**config.mk**
```make
export PLATFORM = sky130hd
export DESIGN_NAME = flash_program_security_ctrl
export DESIGN_NICKNAME = d
export VERILOG_FILES = /design/src/hdl/flash_sec_pkg.sv /design/src/hdl/fuse_seq_if.sv /design/src/hdl/fuse_sequencer.sv /design/src/hdl/flash_program_security_ctrl.sv
export SDC_FILE = /design/constraint.sdc
export NUM_CORES = 1
export LEC_CHECK = 0
export BUFFER_PORTS_ARGS = -buffer_cell sky130_fd_sc_hd__buf_2
export CAP_MARGIN = 10
export CORE_MARGIN = 2
export CORE_UTILIZATION = 45
export DETAILED_ROUTE_END_ITERATION = 6
export GPL_ROUTABILITY_DRIVEN = 1
export PLACE_DENSITY = 0.8
export SYNTH_ARGS = -nofsm -noshare
export SYNTH_HDL_FRONTEND = slang
export SYNTH_HIERARCHICAL = 1
export SYNTH_SLANG_ARGS = --single-unit
```
**constraint.sdc**
```tcl
create_clock -name core_clk -period 1.6 [get_ports core_clk]
set_clock_uncertainty 0.1 [all_clocks]
set_input_delay 0.08 -clock core_clk [delete_from_list [all_inputs] [get_ports core_clk]]
set_output_delay 0.08 -clock core_clk [all_outputs]
set_load 0.05 [all_outputs]
```
**src/hdl/flash_sec_pkg.sv**
```systemverilog
package flash_sec_pkg;
   // internal sfr offsets
   localparam logic [7:0]  erase_cmd_addr      = 8'h94;
   localparam logic [7:0]  flash_control_addr  = 8'hb2;
   localparam logic [7:0]  page_addr_addr      = 8'hb7;
   // xram-mapped sfr offsets
   localparam logic [15:0] fuse_setup_addr     = 16'hffd1;
   localparam logic [15:0] fuse_trigger_addr   = 16'hffd2;
   localparam logic [15:0] security_addr       = 16'hffd7;
   // flash_control fields
   localparam int          pwe_bit             = 0;
   localparam int          meen_bit            = 1;
   localparam int          secure_bit          = 6;
   // security_settings fields
   localparam int          fuse_prog_bit       = 7;
   localparam int          sec_pin_bit         = 5;
   localparam int          sec_hi_bit          = 1;
   localparam int          sec_lo_bit          = 0;
   // codes
   localparam logic [7:0]  fuse_setup_code     = 8'h54;
   localparam logic [7:0]  fuse_fire_code      = 8'ha6;
   // reset values
   localparam logic [7:0]  reg_reset           = 8'h00;
   typedef enum logic [1:0] {fuse_idle, fuse_armed, fuse_burning} fuse_state_t;
endpackage : flash_sec_pkg

```
**src/hdl/fuse_seq_if.sv**
```systemverilog
interface fuse_seq_if;
   logic       setup_wr;
   logic       trigger_wr;
   logic [7:0] wdata;
   logic       prog_en;
   logic       burning;
   logic       armed;
   modport ctrl (output setup_wr, output trigger_wr, output wdata, output prog_en,
                 input burning, input armed);
   modport seq  (input setup_wr, input trigger_wr, input wdata, input prog_en,
                 output burning, output armed);
endinterface : fuse_seq_if

```
**src/hdl/fuse_sequencer.sv**
```systemverilog
module fuse_sequencer
(
   // clock and reset
   input wire logic core_clk,
   input wire logic nrst,
   // control side
   fuse_seq_if.seq  fs
);
   flash_sec_pkg::fuse_state_t state_ff;
   flash_sec_pkg::fuse_state_t nxt_state;

   always_comb
   begin
      nxt_state = state_ff;
      // a fresh setup write re-arms or disarms, except during a burn
      if (fs.setup_wr && state_ff != flash_sec_pkg::fuse_burning)
      begin
         if (fs.wdata == flash_sec_pkg::fuse_setup_code)
            nxt_state = flash_sec_pkg::fuse_armed;
         else
            nxt_state = flash_sec_pkg::fuse_idle;
      end
      if (fs.trigger_wr)
      begin
         if (fs.wdata != flash_sec_pkg::fuse_fire_code)
            nxt_state = flash_sec_pkg::fuse_idle;
         else if (state_ff == flash_sec_pkg::fuse_armed && fs.prog_en)
            nxt_state = flash_sec_pkg::fuse_burning;
      end
      // dropping the programming enable aborts a burn so fuses stay safe
      if (!fs.prog_en && state_ff == flash_sec_pkg::fuse_burning)
         nxt_state = flash_sec_pkg::fuse_idle;
   end

   always_ff @(posedge core_clk or negedge nrst)
   begin
      if (!nrst)
         state_ff <= flash_sec_pkg::fuse_idle;
      else
         state_ff <= nxt_state;
   end

   assign fs.burning = (state_ff == flash_sec_pkg::fuse_burning);
   assign fs.armed   = (state_ff == flash_sec_pkg::fuse_armed);
endmodule : fuse_sequencer

```
**src/hdl/flash_program_security_ctrl.sv**
```systemverilog
module flash_program_security_ctrl
(
   // clock and reset
   input  wire logic        core_clk,
   input  wire logic        nrst,
   // internal sfr port
   input  wire logic [7:0]  sfr_addr,
   input  wire logic        sfr_wr,
   input  wire logic        sfr_rd,
   input  wire logic [7:0]  sfr_wdata,
   output logic      [7:0]  sfr_rdata,
   // xram-mapped sfr port
   input  wire logic [15:0] xsfr_addr,
   input  wire logic        xsfr_wr,
   input  wire logic        xsfr_rd,
   input  wire logic [7:0]  xsfr_wdata,
   output logic      [7:0]  xsfr_rdata,
   // cpu external data move
   input  wire logic        ext_move_wr,
   input  wire logic [15:0] data_pointer,
   input  wire logic [7:0]  ext_move_data,
   input  wire logic        int_enable,
   // external data ram
   output logic             xram_wr,
   output logic      [15:0] xram_addr,
   output logic      [7:0]  xram_wdata,
   // program flash
   output logic             flash_wr,
   output logic      [15:0] flash_addr,
   output logic      [7:0]  flash_wdata,
   output logic             mass_erase_start,
   output logic      [7:0]  flash_page_address,
   // security
   input  wire logic        security_pin,
   output logic             read_protect,
   output logic             fuse_burn,
   output logic      [1:0]  security_setting
);
   logic       pwe_ff;
   logic       nxt_pwe;
   logic       meen_ff;
   logic       nxt_meen;
   logic       secure_ff;
   logic       nxt_secure;
   logic [7:0] erase_ff;
   logic [7:0] nxt_erase;
   logic [7:0] page_ff;
   logic [7:0] nxt_page;
   logic       fprog_ff;
   logic       nxt_fprog;
   logic [1:0] secset_ff;
   logic [1:0] nxt_secset;
   logic [7:0] sfr_rdata_ff;
   logic [7:0] nxt_sfr_rdata;
   logic [7:0] xsfr_rdata_ff;
   logic [7:0] nxt_xsfr_rdata;
   logic       xram_wr_ff;
   logic       flash_wr_ff;
   logic [15:0] move_addr_ff;
   logic [7:0] move_data_ff;
   logic       erase_start_ff;
   logic       nxt_erase_start;
   logic       to_flash;
   logic       wr_fctl;
   logic       wr_erase;

   fuse_seq_if fs ();

   fuse_sequencer u_fuse
   (
      .core_clk (core_clk),
      .nrst     (nrst),
      .fs       (fs)
   );

   assign to_flash = ext_move_wr && pwe_ff;
   assign wr_fctl  = sfr_wr && (sfr_addr == flash_sec_pkg::flash_control_addr);
   assign wr_erase = sfr_wr && (sfr_addr == flash_sec_pkg::erase_cmd_addr);

   assign fs.setup_wr   = xsfr_wr && (xsfr_addr == flash_sec_pkg::fuse_setup_addr);
   assign fs.trigger_wr = xsfr_wr && (xsfr_addr == flash_sec_pkg::fuse_trigger_addr);
   assign fs.wdata      = xsfr_wdata;
   // next value, so a write that clears the enable stops a burn at the same edge
   assign fs.prog_en    = nxt_fprog;

   always_comb
   begin
      nxt_pwe         = pwe_ff;
      nxt_meen        = meen_ff;
      nxt_secure      = secure_ff;
      nxt_erase       = erase_ff;
      nxt_page        = page_ff;
      nxt_fprog       = fprog_ff;
      nxt_secset      = secset_ff;
      nxt_erase_start = 1'b0;
      if (to_flash)
         nxt_pwe = 1'b0;
      // a software write with int_enable low in the same cycle as a flash byte write re-arms for the next byte
      if (wr_fctl && !int_enable)
         nxt_pwe = sfr_wdata[flash_sec_pkg::pwe_bit];
      if (wr_erase)
      begin
         nxt_erase = sfr_wdata;
         // one erase per arming: the enable is consumed by the command
         nxt_erase_start = meen_ff;
         nxt_meen        = 1'b0;
      end
      if (wr_fctl)
      begin
         nxt_meen = sfr_wdata[flash_sec_pkg::meen_bit];
         if (sfr_wdata[flash_sec_pkg::secure_bit])
            nxt_secure = 1'b1;
      end
      if (sfr_wr && sfr_addr == flash_sec_pkg::page_addr_addr)
         nxt_page = sfr_wdata;
      if (xsfr_wr && xsfr_addr == flash_sec_pkg::security_addr)
      begin
         nxt_fprog  = xsfr_wdata[flash_sec_pkg::fuse_prog_bit];
         nxt_secset = xsfr_wdata[flash_sec_pkg::sec_hi_bit:flash_sec_pkg::sec_lo_bit];
      end
   end

   always_comb
   begin
      nxt_sfr_rdata = sfr_rdata_ff;
      if (sfr_rd)
      begin
         // write-only bits read as zero
         case (sfr_addr)
            flash_sec_pkg::erase_cmd_addr:     nxt_sfr_rdata = erase_ff;
            flash_sec_pkg::page_addr_addr:     nxt_sfr_rdata = page_ff;
            flash_sec_pkg::flash_control_addr:
               nxt_sfr_rdata = {1'b0, secure_ff, 5'h00, pwe_ff};
            default:                           nxt_sfr_rdata = 8'h00;
         endcase
      end
      nxt_xsfr_rdata = xsfr_rdata_ff;
      if (xsfr_rd)
      begin
         if (xsfr_addr == flash_sec_pkg::security_addr)
            nxt_xsfr_rdata = {2'h0, security_pin, 3'h0, secset_ff};
         else
            nxt_xsfr_rdata = 8'h00;
      end
   end

   always_ff @(posedge core_clk or negedge nrst)
   begin
      if (!nrst)
      begin
         pwe_ff         <= 1'b0;
         meen_ff        <= 1'b0;
         secure_ff      <= 1'b0;
         erase_ff       <= flash_sec_pkg::reg_reset;
         page_ff        <= flash_sec_pkg::reg_reset;
         fprog_ff       <= 1'b0;
         secset_ff      <= 2'h0;
         sfr_rdata_ff   <= flash_sec_pkg::reg_reset;
         xsfr_rdata_ff  <= flash_sec_pkg::reg_reset;
         erase_start_ff <= 1'b0;
      end
      else
      begin
         pwe_ff         <= nxt_pwe;
         meen_ff        <= nxt_meen;
         secure_ff      <= nxt_secure;
         erase_ff       <= nxt_erase;
         page_ff        <= nxt_page;
         fprog_ff       <= nxt_fprog;
         secset_ff      <= nxt_secset;
         sfr_rdata_ff   <= nxt_sfr_rdata;
         xsfr_rdata_ff  <= nxt_xsfr_rdata;
         erase_start_ff <= nxt_erase_start;
      end
   end

   // move path: one stage of registers so both targets see steady data
   always_ff @(posedge core_clk or negedge nrst)
   begin
      if (!nrst)
      begin
         xram_wr_ff   <= 1'b0;
         flash_wr_ff  <= 1'b0;
         move_addr_ff <= 16'h0000;
         move_data_ff <= 8'h00;
      end
      else
      begin
         xram_wr_ff   <= ext_move_wr && !pwe_ff;
         flash_wr_ff  <= to_flash;
         if (ext_move_wr)
         begin
            move_addr_ff <= data_pointer;
            move_data_ff <= ext_move_data;
         end
      end
   end

   assign xram_wr            = xram_wr_ff;
   assign xram_addr          = move_addr_ff;
   assign xram_wdata         = move_data_ff;
   assign flash_wr           = flash_wr_ff;
   assign flash_addr         = move_addr_ff;
   assign flash_wdata        = move_data_ff;
   assign mass_erase_start   = erase_start_ff;
   assign flash_page_address = page_ff;
   assign read_protect       = secure_ff;
   assign fuse_burn          = fs.burning;
   assign security_setting   = secset_ff;
   assign sfr_rdata          = sfr_rdata_ff;
   assign xsfr_rdata         = xsfr_rdata_ff;
endmodule : flash_program_security_ctrl

```
=== Yosys cells after proc, flatten, opt, wreduce, memory -nomap -nowiden ===
Index checks and enable logic that the tools add are counted.

* Register bits: 67
* Bits in latches: 0
* Bits in writable memories: 0
* Bits in read-only memories: 0
* Input port bits: 73
* Output and inout bits: 79
* Logic and storage cells: 58
* Memories kept: 0

* $add $sub $neg: 0
* $mul: 0
* Div/mod/pow operators: 0
* $lt $le $gt $ge: 0
* Equal/unequal tests: 11
* Shifts and indexed selects: 0
* Multiplexer cells: 14
* Bitwise logic cells: 0
* Reduce and logical (&&, ||, !) cells: 18

{| class="wikitable"
|+ Operator list
! kind !! number
|-
| 16-bit equality test, second input constant || 3
|-
| 8-bit equality test, second input constant || 3
|-
| 8-bit case mux with 3 select lines || 1
|-
| 1-bit logical AND || 12
|-
| 2-bit two-way mux || 5
|-
| 8-bit by 7-bit equality test with 1-bit output, second input constant || 1
|-
| 8-bit != test, second input constant || 1
|-
| 1-bit two-way mux || 7
|-
| 6-bit two-way mux || 1
|-
| 2-bit nonzero test || 2
|-
| 1-bit logical NOT || 3
|-
| 2-bit by 1-bit equality test with 1-bit output, second input constant || 1
|-
| 2-bit equality test, second input constant || 1
|-
| 2-bit != test, second input constant || 1
|-
| 2-bit AND reduction || 1
|}

=== Logic depth before layout (Yosys ltp) ===
Gate-level depths: netlist of the first run.

* Depth in word-level cells: 8
* Depth in mapped cells: 7
* Mapped depth without buffers: 7

=== Hierarchy ===
The synthesis of the first run kept the hierarchy.

{| class="wikitable"
|+ By module, submodules not included
! module !! instances !! cells each !! area each (µm²) !! sequential area each (µm²)
|-
| flash_program_security_ctrl || 1 || 208 || 2712.6 || 1501.4
|-
| fuse_sequencer || 1 || 18 || 171.4 || 50.0
|}

=== Worst setup path after synthesis of the first run ===
Ideal clock, no wire load.

* Path kind: input to register
* From: in xsfr_addr[3]
* To: reg u_fuse.state_ff[0]
* Library setup time: 107 ps
* Arrival: 1840 ps
* Required time: 1393 ps
* Path slack: -446 ps
* Stages on the path: 6
* Buffers on the path: 0
* Path through: nor3b_1 -> nand4_1 -> or4_1 -> nor3b_1 -> a21oi_1 -> a2111oi_4

* Cells in the longest elaborated chain, start to end: 8
* Elaborated cells between the ends (all ways): 16

{| class="wikitable"
|+ Ends and longest elaborated chain
! item !! RTL line !! RTL
|-
| start: declaration || flash_program_security_ctrl.sv:13 || <nowiki>input wire logic [15:0] xsfr_addr,</nowiki>
|-
| 16-bit equality test * || flash_program_security_ctrl.sv:80 || <nowiki>assign fs.setup_wr = xsfr_wr && (xsfr_addr == flash_sec_pkg::fuse_setup_addr);</nowiki>
|-
| 1-bit logical AND * || flash_program_security_ctrl.sv:80 ||
|-
| net fs.setup_wr || fuse_seq_if.sv:2 || <nowiki>logic setup_wr;</nowiki>
|-
| 1-bit logical AND * || fuse_sequencer.sv:16 || <nowiki>if (fs.setup_wr && state_ff != flash_sec_pkg::fuse_burning)</nowiki>
|-
| 2-bit two-way mux * || fuse_sequencer.sv:16 ||
|-
| 2-bit two-way mux || fuse_sequencer.sv:27 || <nowiki>else if (state_ff == flash_sec_pkg::fuse_armed && fs.prog_en)</nowiki>
|-
| 2-bit two-way mux || fuse_sequencer.sv:25 || <nowiki>if (fs.wdata != flash_sec_pkg::fuse_fire_code)</nowiki>
|-
| 2-bit two-way mux * || fuse_sequencer.sv:23 || <nowiki>if (fs.trigger_wr)</nowiki>
|-
| 2-bit two-way mux * || fuse_sequencer.sv:31 || <nowiki>if (!fs.prog_en && state_ff == flash_sec_pkg::fuse_burning)</nowiki>
|-
| net u_fuse.nxt_state[0] || fuse_sequencer.sv:10 || <nowiki>flash_sec_pkg::fuse_state_t nxt_state;</nowiki>
|-
| end signal: assignment || fuse_sequencer.sv:38 || <nowiki>state_ff <= flash_sec_pkg::fuse_idle;</nowiki>
|-
| end signal: assignment || fuse_sequencer.sv:40 || <nowiki>state_ff <= nxt_state;</nowiki>
|-
| end: declaration || fuse_sequencer.sv:9 || <nowiki>flash_sec_pkg::fuse_state_t state_ff;</nowiki>
|}

Mark *: on every way through the listed nets, which the timed path passes. The rest lies on a longest branch.
A chain may end at the register's enable or synchronous reset.

=== Worst setup path after layout of the first run ===
* From: in sfr_wr
* To: reg erase_ff[3]

* Cells in the longest elaborated chain, start to end: 1

{| class="wikitable"
|+ Ends and longest elaborated chain
! item !! RTL line !! RTL
|-
| start: declaration || flash_program_security_ctrl.sv:8 || <nowiki>input wire logic sfr_wr,</nowiki>
|-
| 1-bit logical AND || flash_program_security_ctrl.sv:78 || <nowiki>assign wr_erase = sfr_wr && (sfr_addr == flash_sec_pkg::erase_cmd_addr);</nowiki>
|-
| end signal: assignment || flash_program_security_ctrl.sv:154 || <nowiki>erase_ff <= flash_sec_pkg::reg_reset;</nowiki>
|-
| end signal: assignment || flash_program_security_ctrl.sv:167 || <nowiki>erase_ff <= nxt_erase;</nowiki>
|-
| end: declaration || flash_program_security_ctrl.sv:45 || <nowiki>logic [7:0] erase_ff;</nowiki>
|}

Every way passes these cells.

==> flow_summary.json, run 1 <==
{
  "avgRoutedWirePerCell_um": 14.37,
  "hold_class": "input pin to flip-flop",
  "overflow": 0,
  "period_needed_ns": 1.567,
  "critPathRequiredTime_ns": 1.73,
  "yosys-top-cells-area": "dfrtp_1 54%, mux2_2 14%, buf_4 7.5%",
  "die_w_um": 84.06,
  "grt.total_usage_pct": 20.85,
  "synth-seq-area-share_pct": 53.80,
  "status": "finished clean",
  "syn_area_um2": 2884,
  "avgSynthCellArea_um2": 12.76,
  "path_max_fanout": 3,
  "critPathArrivalTime_ns": 1.69,
  "firstDrtPassIters": 4,
  "drt_iter0_markers": 80,
  "p_leak_nw": 2.234,
  "clkTransAtPathRegs_ns": 0.06,
  "end_kind": "flip-flop",
  "tns_ns": 0,
  "place_area_um2": 3696,
  "dp_hpwl_um": 4911,
  "clock_latency_ns": 0.34,
  "finalMaxSlewViolations": 0,
  "dieArea_um2": 7065,
  "worstMarginPinSlew_ns": 0.5728,
  "place_ws_ns": -0.3387,
  "fmax_ghz": 0.6383,
  "htree_num_levels": 3,
  "ys.flop_type": "dfrtp_1",
  "synth_edf_count": 0,
  "die_h_um": 84.06,
  "ant_nets": 0,
  "io_pins": 152,
  "cts-root-buf": "clkbuf_8",
  "synth_top_area_share_pct": 53.80,
  "timing.final.crit_share_pct": 97.92,
  "min_path_cells": 3,
  "via_per_inst": 4.986,
  "drv_cap": 0,
  "cts_sinks": 62,
  "fin_ws_ns": 0.03334,
  "initial_utilization_pct": 45.94,
  "cts_tree": "yes",
  "synth_top_cell_by_area": "dfrtp_1",
  "antenna_cells": 0,
  "gp_congestion": 0.7413,
  "irDropWorstVdd_v": 0.0006272,
  "antenna_found_initial": 0,
  "num_vias": 2483,
  "syn_to_final_growth_pct": 49.37,
  "cts.path.max_buffers": 2,
  "hold_viol": 0,
  "io_buffers": 146,
  "dp_cells": 442,
  "startpoint_type": "input pin",
  "timing.hold.ws_ns": 0.006518,
  "num_rows": 29,
  "totalWireLength_um": 7156,
  "final_nets": 490,
  "crit_type": "input pin to flip-flop",
  "coreArea_um2": 6277,
  "first_global_vias": 2467,
  "finalSetupViolCount": 0,
  "fin_util_pct": 68.63,
  "cts_made_buffers": 9,
  "stdcell_area_um2": 4308,
  "ys_warn_count": 6,
  "max_slew_margin_pct": 61.82,
  "total_power_mw": 4.044,
  "p_per_area_nw_per_um2": 938.7,
  "ff2ff_path_depth": 4,
  "drive_above_1_share_pct": 57.24,
  "drc": 0,
  "synth_cell_types": 39,
  "syn_inst": 226,
  "synth.most_common_cell": "dfrtp_1",
  "grt_pass1_wl_um": 11520,
  "grt_max_degree": 63,
  "synth-async-reset-ratio_pct": 100.0,
  "synth_commonest_cells": "62 x dfrtp_1, 35 x mux2_2, 29 x buf_4, 14 x inv_1",
  "ys_ff_latch": 62,
  "instances_no_fill": 498
}
==> cell usage in the layout (no fill, tap or decap), types with 2 or more instances in the layout <==
cell	n
clkbuf_8	10
inv_1	14
mux2_2	35
buf_2	146
nor3b_2	2
nor3_1	2
dfrtp_1	62
a22o_1	6
a22oi_1	8
nor2_1	5
dlygate4sd3_1	40
nand2_1	6
clkinv_2	4
o22ai_1	8
and2_1	2
buf_4	23
and4bb_1	2
nor2b_1	2
conb_1	5
a21oi_1	2
mux2_4	8
nand4_1	4
==> power by group <==
group | leakage, nW | internal (mW) | switching (mW)
Sequential | 0.806 | 1.65 | 0.0563
Combinational | 1.33 | 0.325 | 0.703
Clock | 0.102 | 0.741 | 0.567
==> cell families (layout without fill, tap and decap cells) <==
logic type,after synthesis,count (layout),synth area share [%]
flops,62,62,53.80
buf+inv,49,240,10.46
mux,43,43,17.83
simple gates,40,40,9.371
compound gates,31,31,8.417
other cells,1,5,0.1300
==> cell type report <==
type | instances | area [um2]
inverters | 14 | 52.55
repair buffers | 211 | 1335
flip-flops and latches | 62 | 1551
clock inverters | 5 | 50.05
well taps | 77 | 96.34
fillers | 461 | 1969
multi-input cells | 119 | 1085
clock buffers | 10 | 137.6
==> final timing paths <==
kind                                     from            endpoint  slack (ns)
setup / recovery                       sfr_wr         erase_ff[3]        0.03
hold / removal                  xsfr_wdata[2]  u_fuse/state_ff[0]       0.007
setup reg to reg           u_fuse/state_ff[1]  u_fuse/state_ff[0]        0.24
hold reg to reg                  read_protect        read_protect        0.40
max in group asynchronous                nrst      flash_addr[15]        0.94
min in group asynchronous                nrst  u_fuse/state_ff[0]        0.18
==> timing repair <==
item                                    CTS  global route
gates resized for setup                   0             4
buffers inserted                          0             1
endpoints found under the setup margin    0             3
hold buffers                             40             0
hold endpoints to repair                118             0
==> sequential cells by signal, summed over array words and instances (netlist names) <==
| name | flops |
|---|---|
| read_protect | 1 |
| flash_wr | 1 |
| erase_ff | 8 |
| xram_wr | 1 |
| meen_ff | 1 |
| u_fuse/state_ff | 2 |
| flash_page_address | 8 |
| pwe_ff | 1 |
| flash_addr | 16 |
| flash_wdata | 8 |
| fprog_ff | 1 |
| sfr_rdata | 8 |
| mass_erase_start | 1 |
| xsfr_rdata | 3 |
| security_setting | 2 |
==> worst max-delay path: stages <==
cell and delay [ns]:
dlygate4sd3_1 0.53, buf_2 0.11, inv_1 0.09, or3_1 0.42, buf_4 0.17, mux2_4 0.29
==> layer usage <==
layer	global-route usage (%)	up-vias	share of wire, %
met5	0	-	0
met4	10.56	0	2.7
li1	-	1152	-
met1	24.01	1186	39
met3	5.045	17	7.4
met2	35.93	128	51
Note: power is estimated with default switching activity, not from simulation.
==> run 2, diff against run 1 <==
Settings changed: CORE_UTILIZATION 45 to 47, CTS_BUF_LIST set to sky130_fd_sc_hd__clkbuf_8, PLACE_DENSITY 0.8 to 0.83.
==> flow_summary.json, run 2 (synthesized netlist as in run 1, its figures left out) <==
{
  "num_vias": 2441,
  "firstDrtPassIters": 4,
  "irDropWorstVdd_v": 0.0007156,
  "p_per_area_nw_per_um2": 941.9,
  "drive_above_1_share_pct": 56.80,
  "final_common_cell": "buf_2",
  "finalSetupViolCount": 0,
  "stdcell_area_um2": 4304,
  "final_cell_mix": "145 x buf_2, 62 x dfrtp_1, 40 x dlygate4sd3_1",
  "die_w_um": 82.34,
  "coreArea_um2": 5921,
  "final_nets": 488,
  "htree_num_levels": 3,
  "total_power_mw": 4.054,
  "p_leak_nw": 2.229,
  "grt_max_degree": 63,
  "place_area_um2": 3686,
  "cts_made_buffers": 9,
  "end_kind": "flip-flop",
  "fin_ws_ns": 0.03785,
  "largest_reg_flops": 16,
  "crit_type": "input pin to flip-flop",
  "critPathArrivalTime_ns": 1.67,
  "cts.path.max_buffers": 2,
  "avgRoutedWirePerCell_um": 15.03,
  "antenna_found_initial": 0,
  "die_h_um": 82.34,
  "dieArea_um2": 6779,
  "overflow": 0,
  "cts_sinks": 62,
  "via_per_inst": 4.941,
  "drv_cap": 0,
  "instances_no_fill": 494,
  "status": "finished clean",
  "period_needed_ns": 1.562,
  "drc": 0,
  "worstMarginPinSlew_ns": 0.5532,
  "syn_to_final_growth_pct": 49.24,
  "max_slew_margin_pct": 62.62,
  "antenna_cells": 0,
  "grt.total_usage_pct": 21.75,
  "initial_utilization_pct": 48.71,
  "io_buffers": 146,
  "grt_pass1_wl_um": 10880,
  "path_max_fanout": 7,
  "totalWireLength_um": 7424,
  "finalMaxSlewViolations": 0,
  "cts_setup_buffers": 0,
  "timing.final.crit_share_pct": 97.63,
  "dp_hpwl_um": 5114,
  "fin_util_pct": 72.70,
  "startpoint_type": "input pin",
  "io_pins": 152,
  "ant_nets": 0,
  "dp_cells": 439,
  "critPathRequiredTime_ns": 1.71,
  "fmax_ghz": 0.6401,
  "hold_class": "input pin to flip-flop",
  "first_global_vias": 2367,
  "place_ws_ns": -0.3567,
  "clock_latency_ns": 0.33,
  "gp_congestion": 0.8413,
  "tns_ns": 0,
  "num_rows": 28,
  "cts-root-buf": "clkbuf_8",
  "timing.hold.ws_ns": 0.02621,
  "drt_iter0_markers": 76,
  "cts_tree": "yes",
  "hold_viol": 0,
  "clkTransAtPathRegs_ns": 0.06
}
-- run 2: cell count changes in the layout (fill, tap and decap cells not counted) --
cell,before,now
clkinv_2,4,2
and3_4,1,0
and3_1,1,2
clkinvlp_4,0,1
buf_4,23,21
inv_1,14,15
buf_2,146,145
nor3_2,0,1
nor3b_4,1,2
nor3b_2,2,1
nor3_1,2,1
buf_6,1,2
-- run 2: area by class of cell --
cell class	count	area, um2
fill	397	1617
sequential	62	1551
timing repair buffer	209	1326
multi-input combinational	119	1091
clock buffer	10	137.6
tap	75	93.84
inverter	14	52.55
clock inverter	5	51.30
-- run 2: path summary, 6_finish.rpt --
| path | from | endpoint | slack (ns) | cells past startpoint |
|---|---|---|---|---|
| worst min register to register | read_protect | read_protect | 0.40 | 1 |
| worst max-delay path | sfr_wr | erase_ff[6] | 0.04 | 6 |
| min in group asynchronous | nrst | read_protect | 0.18 | 3 |
| worst max register to register | u_fuse/state_ff[1] | u_fuse/state_ff[0] | 0.23 | 4 |
| worst min-delay path | xsfr_wdata[5] | u_fuse/state_ff[0] | 0.03 | 3 |
| max in group asynchronous | nrst | flash_wdata[4] | 0.94 | 3 |
-- run 2: routing by layer --
| metal | GRT usage, % | wire length [um] |
|---|---|---|
| met3 | 4.348 | 566 |
| met5 | 0 | 0 |
| met2 | 38.87 | 3828 |
| met4 | 10.83 | 171 |
| met1 | 24.54 | 2858 |
-- run 2: power breakdown --
part | total [mW] | switching [mW] | internal (mW) | leakage (nW)
registers | 1.71 | 0.0573 | 1.65 | 0.806
logic | 1.04 | 0.709 | 0.326 | 1.32
clock network | 1.31 | 0.568 | 0.742 | 0.0993
-- run 2: timing repair --
item	in CTS	in global routing
endpoints found under the hold margin	118	0
resized for setup	0	6
setup endpoints to repair	0	9
hold buffers	40	0
-- run 2: critical path, cell delays in order --
cell and delay [ns]:
dlygate4sd3_1 0.52, buf_2 0.11, inv_1 0.07, or3_1 0.42, buf_6 0.17, mux2_4 0.30
